**config.mk**
```make
export PLATFORM = sky130hd
export DESIGN_NAME = etc_top
export DESIGN_NICKNAME = d
export VERILOG_FILES = /design/src/verilog/etc_pkg.sv /design/src/verilog/etc_ep_slot.sv /design/src/verilog/etc_top.sv
export SDC_FILE = /design/constraint.sdc
export NUM_CORES = 1
export LEC_CHECK = 0
export BUFFER_PORTS_ARGS = -buffer_cell sky130_fd_sc_hd__buf_2
export CAP_MARGIN = 40
export CORE_UTILIZATION = 40
export DETAILED_ROUTE_END_ITERATION = 8
export PLACE_DENSITY_LB_ADDON = 0.3
export SLEW_MARGIN = 25
export SYNTH_ARGS = -nofsm -noshare
export SYNTH_HDL_FRONTEND = slang
export SYNTH_SLANG_ARGS = --single-unit
```
**constraint.sdc**
```tcl
create_clock -name clk_sys_i -period 40 [get_ports clk_sys_i]
set_input_delay 2 -clock clk_sys_i [delete_from_list [all_inputs] [get_ports clk_sys_i]]
set_output_delay 2 -clock clk_sys_i [all_outputs]
set_load 0.03 [all_outputs]
```
**src/verilog/etc_pkg.sv**
```systemverilog
// package: register map, field layout and encodings of the endpoint type block
package etc_pkg;
    localparam int unsigned NUM_EP         = 14;
    localparam int unsigned IDX_W          = 4;
    localparam logic [7:0]  OFS_EP_TYPE    = 8'h08;
    localparam logic [7:0]  OFS_EP_INDEX   = 8'h00;
    localparam logic [7:0]  OFS_EP_SIZE    = 8'h04;
    localparam logic [7:0]  OFS_EP_EVENT   = 8'h0c;
    localparam logic [7:0]  OFS_EP_STATUS  = 8'h10;
    localparam int unsigned FLD_KIND_LSB   = 0;
    localparam int unsigned FLD_DBL_BIT    = 2;
    localparam int unsigned FLD_EN_BIT     = 3;
    localparam int unsigned FLD_SUPP_BIT   = 4;
    localparam int unsigned TYPE_W         = 5;
    localparam logic [4:0]  TYPE_RST       = 5'h00;
    localparam int unsigned SIZE_W         = 11;
    localparam logic [10:0] SIZE_RST       = 11'h000;
    localparam int unsigned POOL_BYTES     = 8192;
    localparam int unsigned EVT_DMA_DONE   = 0;
    localparam int unsigned EVT_IN_TOKEN   = 1;
    localparam int unsigned EVT_TOGGLE     = 2;
    localparam int unsigned EVT_BUF_SWAP   = 3;
    typedef enum logic [1:0] {
        ETC_KIND_UNUSED = 2'h0,
        ETC_KIND_ISO    = 2'h1,
        ETC_KIND_BULK   = 2'h2,
        ETC_KIND_INTR   = 2'h3
    } etc_kind_t;
endpackage

```
**src/verilog/etc_ep_slot.sv**
```systemverilog
// one endpoint: type settings, toggle, buffer select and zero-length pending
`timescale 1ns/10ps
module etc_ep_slot (
    // clock and reset
    input  wire logic                          clk_sys_i,
    input  wire logic                          rstn_i,
    input  wire logic                          clk_en_i,
    input  wire logic                          usb_reset_i,
    // register write
    input  wire logic                          wr_type_i,
    input  wire logic [etc_pkg::TYPE_W-1:0]    wdata_i,
    input  wire logic                          wr_size_i,
    input  wire logic [etc_pkg::SIZE_W-1:0]    wsize_i,
    // engine events
    input  wire logic                          dma_done_i,
    input  wire logic                          in_token_i,
    input  wire logic                          ack_i,
    // state out
    output logic      [etc_pkg::TYPE_W-1:0]    type_o,
    output logic      [etc_pkg::SIZE_W-1:0]    size_o,
    output logic                               toggle_o,
    output logic                               buf_sel_o,
    output logic                               zlp_pend_o
);
    typedef struct packed {
        logic [etc_pkg::TYPE_W-1:0] cfg;
        logic [etc_pkg::SIZE_W-1:0] size;
        logic                       toggle;
        logic                       buf_sel;
        logic                       zlp;
    } etc_slot_t;

    etc_slot_t s_q, s_d;
    logic      en_now;
    logic      en_next;

    assign en_now  = s_q.cfg[etc_pkg::FLD_EN_BIT];
    assign en_next = wdata_i[etc_pkg::FLD_EN_BIT];

    // next-state of the endpoint slot
    always_comb begin
        s_d = s_q;
        if (wr_size_i) begin
            s_d.size = wsize_i;
        end
        if (en_now && ack_i) begin
            s_d.toggle = ~s_q.toggle; // toggle keeps running across stall
            if (s_q.cfg[etc_pkg::FLD_DBL_BIT]) begin
                s_d.buf_sel = ~s_q.buf_sel; // alternate buffers
            end else begin
                s_d.buf_sel = 1'b0; // single buffer
            end
        end
        if (en_now && dma_done_i && !s_q.cfg[etc_pkg::FLD_SUPP_BIT]) begin
            s_d.zlp = 1'b1; // closing empty packet armed
        end else if (in_token_i) begin
            s_d.zlp = 1'b0; // answered by the next in token
        end
        if (s_q.cfg[etc_pkg::FLD_SUPP_BIT]) begin
            s_d.zlp = 1'b0; // no closing empty packet
        end
        if (wr_type_i) begin
            s_d.cfg = wdata_i;
            if (!en_next) begin
                s_d.toggle  = 1'b0; // disable resets toggle pid
                s_d.buf_sel = 1'b0;
                s_d.zlp     = 1'b0; // disabled fifo idles
            end
            if (!wdata_i[etc_pkg::FLD_DBL_BIT]) begin
                s_d.buf_sel = 1'b0;
            end
        end
        if (usb_reset_i) begin
            s_d.cfg     = etc_pkg::TYPE_RST; // bus reset clears settings
            s_d.size    = etc_pkg::SIZE_RST;
            s_d.toggle  = 1'b0;
            s_d.buf_sel = 1'b0;
            s_d.zlp     = 1'b0;
        end
    end

    // state register
    always_ff @(posedge clk_sys_i or negedge rstn_i) begin
        if (!rstn_i) begin
            s_q <= '0; // power-on clears settings
        end else if (clk_en_i) begin
            s_q <= s_d;
        end
    end

    assign type_o     = s_q.cfg;
    assign size_o     = s_q.size;
    assign toggle_o   = s_q.toggle;
    assign buf_sel_o  = s_q.buf_sel;
    assign zlp_pend_o = s_q.zlp;
endmodule

```
**src/verilog/etc_top.sv**
```systemverilog
// top: apb register bank for indexed endpoint type settings and endpoint controls
//
// Decided for this implementation: the APB register port.
`timescale 1ns/10ps
module etc_top #(
    parameter int unsigned NUM_EP = etc_pkg::NUM_EP
) (
    // clock, enable, reset
    input  wire logic                      clk_sys_i,
    input  wire logic                      rstn_i,
    input  wire logic                      clk_en_i,
    input  wire logic                      usb_reset_i,
    // apb slave
    input  wire logic                      psel_i,
    input  wire logic                      penable_i,
    input  wire logic                      pwrite_i,
    input  wire logic [7:0]                paddr_i,
    input  wire logic [31:0]               pwdata_i,
    output logic      [31:0]               prdata_o,
    output logic                           pready_o,
    output logic                           pslverr_o,
    // engine event strobes for the endpoint given on ev_ep_i
    input  wire logic [etc_pkg::IDX_W-1:0] ev_ep_i,
    input  wire logic                      dma_done_i,
    input  wire logic                      in_token_i,
    input  wire logic                      ack_i,
    // per-endpoint controls and pool tally
    output logic      [NUM_EP-1:0]         ep_active_o,
    output logic      [NUM_EP-1:0]         ep_iso_o,
    output logic      [NUM_EP-1:0]         ep_bulk_o,
    output logic      [NUM_EP-1:0]         ep_intr_o,
    output logic      [NUM_EP-1:0]         ep_dbl_o,
    output logic      [NUM_EP-1:0]         ep_toggle_o,
    output logic      [NUM_EP-1:0]         ep_buf_sel_o,
    output logic      [NUM_EP-1:0]         ep_send_zlp_o,
    output logic      [13:0]               pool_used_o,
    output logic                           pool_over_o
);
    typedef struct packed {
        logic [31:0]               rdata;
        logic                      ready;
        logic                      err;
        logic [etc_pkg::IDX_W-1:0] index;
        logic [NUM_EP-1:0]         active;
        logic [NUM_EP-1:0]         iso;
        logic [NUM_EP-1:0]         bulk;
        logic [NUM_EP-1:0]         intr;
        logic [NUM_EP-1:0]         dbl;
        logic [NUM_EP-1:0]         tog;
        logic [NUM_EP-1:0]         bsel;
        logic [NUM_EP-1:0]         zlp;
        logic [13:0]               used;
        logic                      over;
    } etc_top_t;

    etc_top_t r_q, r_d;

    logic                       acc;
    logic                       idx_ok;
    logic [NUM_EP-1:0]          wr_type;
    logic [NUM_EP-1:0]          wr_size;
    logic [etc_pkg::TYPE_W-1:0] slot_type [NUM_EP];
    logic [etc_pkg::SIZE_W-1:0] slot_size [NUM_EP];
    logic [NUM_EP-1:0]          slot_tog;
    logic [NUM_EP-1:0]          slot_bsel;
    logic [NUM_EP-1:0]          slot_zlp;

    // a write or read completes one cycle after the access cycle begins, with one wait state
    assign acc    = psel_i && penable_i && !r_q.ready;
    assign idx_ok = (32'(r_q.index) < NUM_EP);

    // per-endpoint write strobes through the index
    always_comb begin
        wr_type = '0;
        wr_size = '0;
        for (int i = 0; i < NUM_EP; i++) begin
            if (acc && pwrite_i && idx_ok && r_q.index == etc_pkg::IDX_W'(i)) begin
                wr_type[i] = (paddr_i == etc_pkg::OFS_EP_TYPE);
                wr_size[i] = (paddr_i == etc_pkg::OFS_EP_SIZE);
            end
        end
    end

    // endpoint slots
    for (genvar g = 0; g < NUM_EP; g++) begin : g_slot
        logic hit;
        assign hit = (ev_ep_i == etc_pkg::IDX_W'(g));
        etc_ep_slot u_slot (
            .clk_sys_i  (clk_sys_i),
            .rstn_i     (rstn_i),
            .clk_en_i   (clk_en_i),
            .usb_reset_i(usb_reset_i),
            .wr_type_i  (wr_type[g]),
            .wdata_i    (pwdata_i[etc_pkg::TYPE_W-1:0]), // bits 31:5 dropped
            .wr_size_i  (wr_size[g]),
            .wsize_i    (pwdata_i[etc_pkg::SIZE_W-1:0]),
            .dma_done_i (dma_done_i && hit),
            .in_token_i (in_token_i && hit),
            .ack_i      (ack_i && hit),
            .type_o     (slot_type[g]),
            .size_o     (slot_size[g]),
            .toggle_o   (slot_tog[g]),
            .buf_sel_o  (slot_bsel[g]),
            .zlp_pend_o (slot_zlp[g])
        );
    end

    // bus answer, index register and decoded endpoint controls
    always_comb begin
        logic [16:0] sum; // wide enough for every endpoint double buffered
        logic [1:0]  kind;
        logic        en;
        sum = '0;
        kind = '0;
        en = 1'b0;
        r_d = r_q;
        r_d.ready = acc;
        r_d.err   = 1'b0;
        if (acc) begin
            r_d.rdata = '0;
            unique case (paddr_i)
                etc_pkg::OFS_EP_INDEX: begin
                    if (pwrite_i) begin
                        r_d.index = pwdata_i[etc_pkg::IDX_W-1:0];
                    end
                    r_d.rdata = {28'h0, r_q.index};
                end
                etc_pkg::OFS_EP_TYPE: begin
                    if (idx_ok) begin
                        r_d.rdata = {27'h0, slot_type[r_q.index]}; // reserved reads 0
                    end
                end
                etc_pkg::OFS_EP_SIZE: begin
                    if (idx_ok) begin
                        r_d.rdata = {21'h0, slot_size[r_q.index]};
                    end
                end
                etc_pkg::OFS_EP_STATUS: begin
                    if (idx_ok) begin
                        r_d.rdata = {29'h0, slot_zlp[r_q.index], slot_bsel[r_q.index],
                                     slot_tog[r_q.index]};
                    end
                end
                default: begin
                    r_d.err = 1'b1; // unmapped address
                end
            endcase
        end
        // decode every endpoint and tally the reserved pool
        for (int i = 0; i < NUM_EP; i++) begin
            kind = slot_type[i][etc_pkg::FLD_KIND_LSB +: 2];
            en   = slot_type[i][etc_pkg::FLD_EN_BIT];
            r_d.active[i] = en && (kind != etc_pkg::ETC_KIND_UNUSED);
            r_d.iso[i]  = en && (kind == etc_pkg::ETC_KIND_ISO);
            r_d.bulk[i] = en && (kind == etc_pkg::ETC_KIND_BULK);
            r_d.intr[i] = en && (kind == etc_pkg::ETC_KIND_INTR);
            r_d.dbl[i]  = en && slot_type[i][etc_pkg::FLD_DBL_BIT];
            r_d.tog[i]  = slot_tog[i];
            r_d.bsel[i] = slot_bsel[i] && r_d.dbl[i];
            r_d.zlp[i]  = en && slot_zlp[i];
            if (en) begin
                sum = sum + (r_d.dbl[i] ? {5'h0, slot_size[i], 1'b0}
                                        : {6'h0, slot_size[i]}); // memory reserved
            end
        end
        r_d.used = (sum > 17'h03fff) ? 14'h3fff : sum[13:0]; // saturate the reported tally
        r_d.over = (32'(sum) > etc_pkg::POOL_BYTES); // firmware must avoid this
    end

    // state register
    always_ff @(posedge clk_sys_i or negedge rstn_i) begin
        if (!rstn_i) begin
            r_q <= '0;
        end else if (clk_en_i) begin
            r_q <= r_d;
        end
    end

    assign prdata_o      = r_q.rdata;
    assign pready_o      = r_q.ready;
    assign pslverr_o     = r_q.err;
    assign ep_active_o   = r_q.active;
    assign ep_iso_o      = r_q.iso;
    assign ep_bulk_o     = r_q.bulk;
    assign ep_intr_o     = r_q.intr;
    assign ep_dbl_o      = r_q.dbl;
    assign ep_toggle_o   = r_q.tog;
    assign ep_buf_sel_o  = r_q.bsel;
    assign ep_send_zlp_o = r_q.zlp;
    assign pool_used_o   = r_q.used;
    assign pool_over_o   = r_q.over;
endmodule

```
==> metrics.txt <==
status complete, no violations; Vias/cell 5.728; Fillers approximately 7600; Die Wd about 280 µm; first-pass GRT wire length 149600 µm; H-tree level count 2; clk sinks 410; Req. time, crit path about 40 ns; Mapped Cells between 3000 and 4000; final wirelength roughly 96000 µm; Worst Hold End ep_toggle_o[8]; CTS tree built; GP Congestion approximately 0.98; max_cap viols 0; DP Wirelength 73400 µm; clock buffer count from CTS 46; crit start category flop; share of cells above drive strength 1 approximately a quarter; WL per Instance 21.52 µm; Mapped Avg Cell Area between 9 and 10 µm²; synthesis-stage register bit count 410; peak supply drop a little under 30 µV; DRT Pass-1 Iters 9; Static Leak between 15 and 20 nW; min Tclk post-route roughly 17 ns; Post-Layout Cell Count between 4000 and 5000; Int Pwr 1.060 mW; # Post-CTS Setup Buffers 0; synthesized area between 30000 and 40000 µm²; All-Layer GR Usage between 20% and 30%; Core Util, Final 43.86%; Fin. Hold Viols 0; Max-slew headroom around 44%; NetSw just under 0.7 mW; period utilisation layout ~44%; Area Growth Syn to Fin 8.350%; Max Root-Sink Buffers 3; Flop pwr share ~28%; Seq/Total Area, Yosys 32.09%; R2R setup slack between 20 and 25 ns; worst-margin pin slew roughly 0.84 ns; Chip Height between 200 and 300 µm; switch share 39.12%; nets roughly 3600; FFs w/ async S/R, synth 100.0%; Hold Path Class reg2reg; largest stage delay on the critical path 0.69 ns; Reg2Reg Depth between 70 and 80; footprint of the multi-input gates roughly 19000 µm²; Yosys Warn Count 0; antenna viol nets, final 0; Reg-to-Reg Start g_slot[1].u_slot.type_o[3]; critical path peak fanout 23; Post-synth top flop dfrtp_1; WHS between 0.5 and 0.6 ns; die area ~80000 µm²; commonest non-fill, non-tap cell in the layout dfrtp_1; r2r endpoint pool_used_o[4]; Hold Buf Count CTS 0; Clock Latency Late Sink roughly 0.6 ns; CORE AREA between 70000 and 80000 µm²; post_cts resized 0; clock network power share between 20% and 30%; Logic pwr share about 46%; crit-path most repeated cell ha_1; IO buf count approximately 170; grt ovf 0; HP Start ep_toggle_o[8]; Post-Place Cells approximately 4400; initial antenna violation count 6; Worst path slowest cell o41ai_1; clk_skew 0.02962 ns; hold path cells 1; FF+latch area between 10000 and 15000 µm²; DRC viols 0; FP Rows between 100 and 150; number of global-route vias before repair between 20000 and 25000; final setup fails 0; crit path kind reg2reg; Post-synth EDFFs 0; Via Count roughly 26000; most frequent cells in the layout dfrtp_1, mux2_2, nand2_1, o21ai_0, inv_1; pin count of the biggest net entering global routing 142; RSZ-0062 raised after global routing no; Initial DRC Count roughly 2100; CP endpoint kind flop; power per cell area slightly above 50 nW/µm²; Reg clk slew, reported paths roughly 0.060 ns; Fmax achieved 0.05720 GHz; Clk Tree Root Cell clkbuf_16; TNS Setup 0 ns; WP data arrival 17.97 ns; Netlist cell types slightly below 100; Starting Density about two fifths; Top-Level Pins approximately 220; final slew viol count 0
synth_stat cells (all sizes together) (11+ instances only):
cell type / count / share of area (%)
or3: 12 / 0.23
inv: 199 / 2.3
o21a: 51 / 1.2
o21ai: 265 / 4.2
fa: 13 / 0.81
buf: 186 / 4.1
a21boi: 11 / 0.26
ha: 156 / 6.1
mux2: 383 / 13
nand4: 18 / 0.35
nor3: 55 / 0.86
o22ai: 26 / 0.51
o31a: 13 / 0.36
o31ai: 38 / 0.89
a31oi: 60 / 1.2
xor2: 44 / 1.2
a21oi: 129 / 2.0
o211ai: 28 / 0.66
nand2b: 38 / 0.74
a222oi: 16 / 0.50
mux2i: 47 / 1.5
and2: 33 / 0.65
nor2: 164 / 1.9
nand3: 64 / 1.0
nand2: 286 / 3.4
dfrtp: 410 / 32
o21bai: 21 / 0.49
o32ai: 20 / 0.55
nor2b: 45 / 0.88
xnor2: 84 / 2.4
mux4: 57 / 4.0
o41ai: 14 / 0.43
clkbuf: 150 / 1.8
a211oi: 19 / 0.46
a21o: 48 / 1.1
a31o: 13 / 0.36
and3: 45 / 0.88
state kept, by name (all words and copies together), names as in the netlist:
name / cells
pool_used_o: 14
pready_o: 1
g_slot.u_slot.size_o: 154
ep_active_o: 14
pslverr_o: 1
ep_bulk_o: 14
g_slot.u_slot.buf_sel_o: 14
pool_over_o: 1
r_q: 4
ep_send_zlp_o: 14
prdata_o: 11
g_slot.u_slot.toggle_o: 14
g_slot.u_slot.zlp_pend_o: 14
ep_toggle_o: 14
ep_intr_o: 14
ep_buf_sel_o: 14
ep_dbl_o: 14
ep_iso_o: 14
g_slot.u_slot.type_o: 70
per-stage QoR:
step	total power [mW]	setup slack, ns	area [µm²]
floorplan	1.123	25.06	32050
global placement	1.275	22.38	32740
detailed placement	1.291	22.68	33000
CTS	1.742	22.60	34580
global route	1.857	21.24	34640
finish	1.741	22.52	34650
worst max path at each step:
stage	cells after the start	to	from	slack [ns]
final	74	pool_used_o[4]	g_slot[1].u_slot.type_o[3]	22.52
after global routing	76	pool_used_o[4]	g_slot[1].u_slot.type_o[3]	21.24
after CTS	76	pool_used_o[4]	g_slot[1].u_slot.type_o[3]	22.60
after detailed placement	76	pool_used_o[12]	g_slot[1].u_slot.type_o[3]	22.68
after global placement	75	pool_over_o	g_slot[1].u_slot.type_o[3]	22.38
after floorplan	76	pool_over_o	g_slot[1].u_slot.type_o[3]	25.06
cell families after synthesis:
kind of cell               after synthesis  synth area share [%]
AOI/OAI and AO/OA                      853                 17.60
xor gates and xnor gates               134                 4.073
adders and majority gates              169                 6.918
buffers and inverters                  541                 8.229
DFF                                    410                 32.09
muxes                                  487                 18.99
other                                    1               0.01173
and+or+nand+nor                        808                 12.09
per-layer routing:
metal	track usage [%]	vias up	wire length, µm
li1	-	12146	-
met4	12.19	2	5248
met2	37.87	761	44300
met3	2.424	176	4551
met5	0	-	14
met1	31.40	12455	41820
layout make-up:
class / count / area share [%]
antenna: 1 / 0.007223
clock inverter: 20 / 0.6970
inverter: 205 / 2.221
timing repair buffer: 238 / 4.366
clock buffer: 63 / 3.853
tap: 1050 / 3.792
multi-input combinational: 2472 / 55.44
sequential: 410 / 29.63
power groups by stage:
stage                     Sequential [mW]  Combinational, mW  Clock (mW)
after floorplan                     0.484              0.639           0
after global placement              0.501              0.774           0
after detailed placement            0.501              0.790           0
after CTS                           0.494              0.795       0.454
after global routing                0.500              0.887       0.470
final                               0.494              0.799       0.448
worst max-delay path: cells and delay by family, from the launching register on:
family,cells,cell delay (ns)
flops,1,0.62
fa+ha+maj,12,3.88
xor+xnor,6,0.97
mux,2,0.83
buf+inv,4,0.51
compound gates,31,6.74
simple gates,19,3.80
Note: power is estimated with default switching activity, not from simulation.
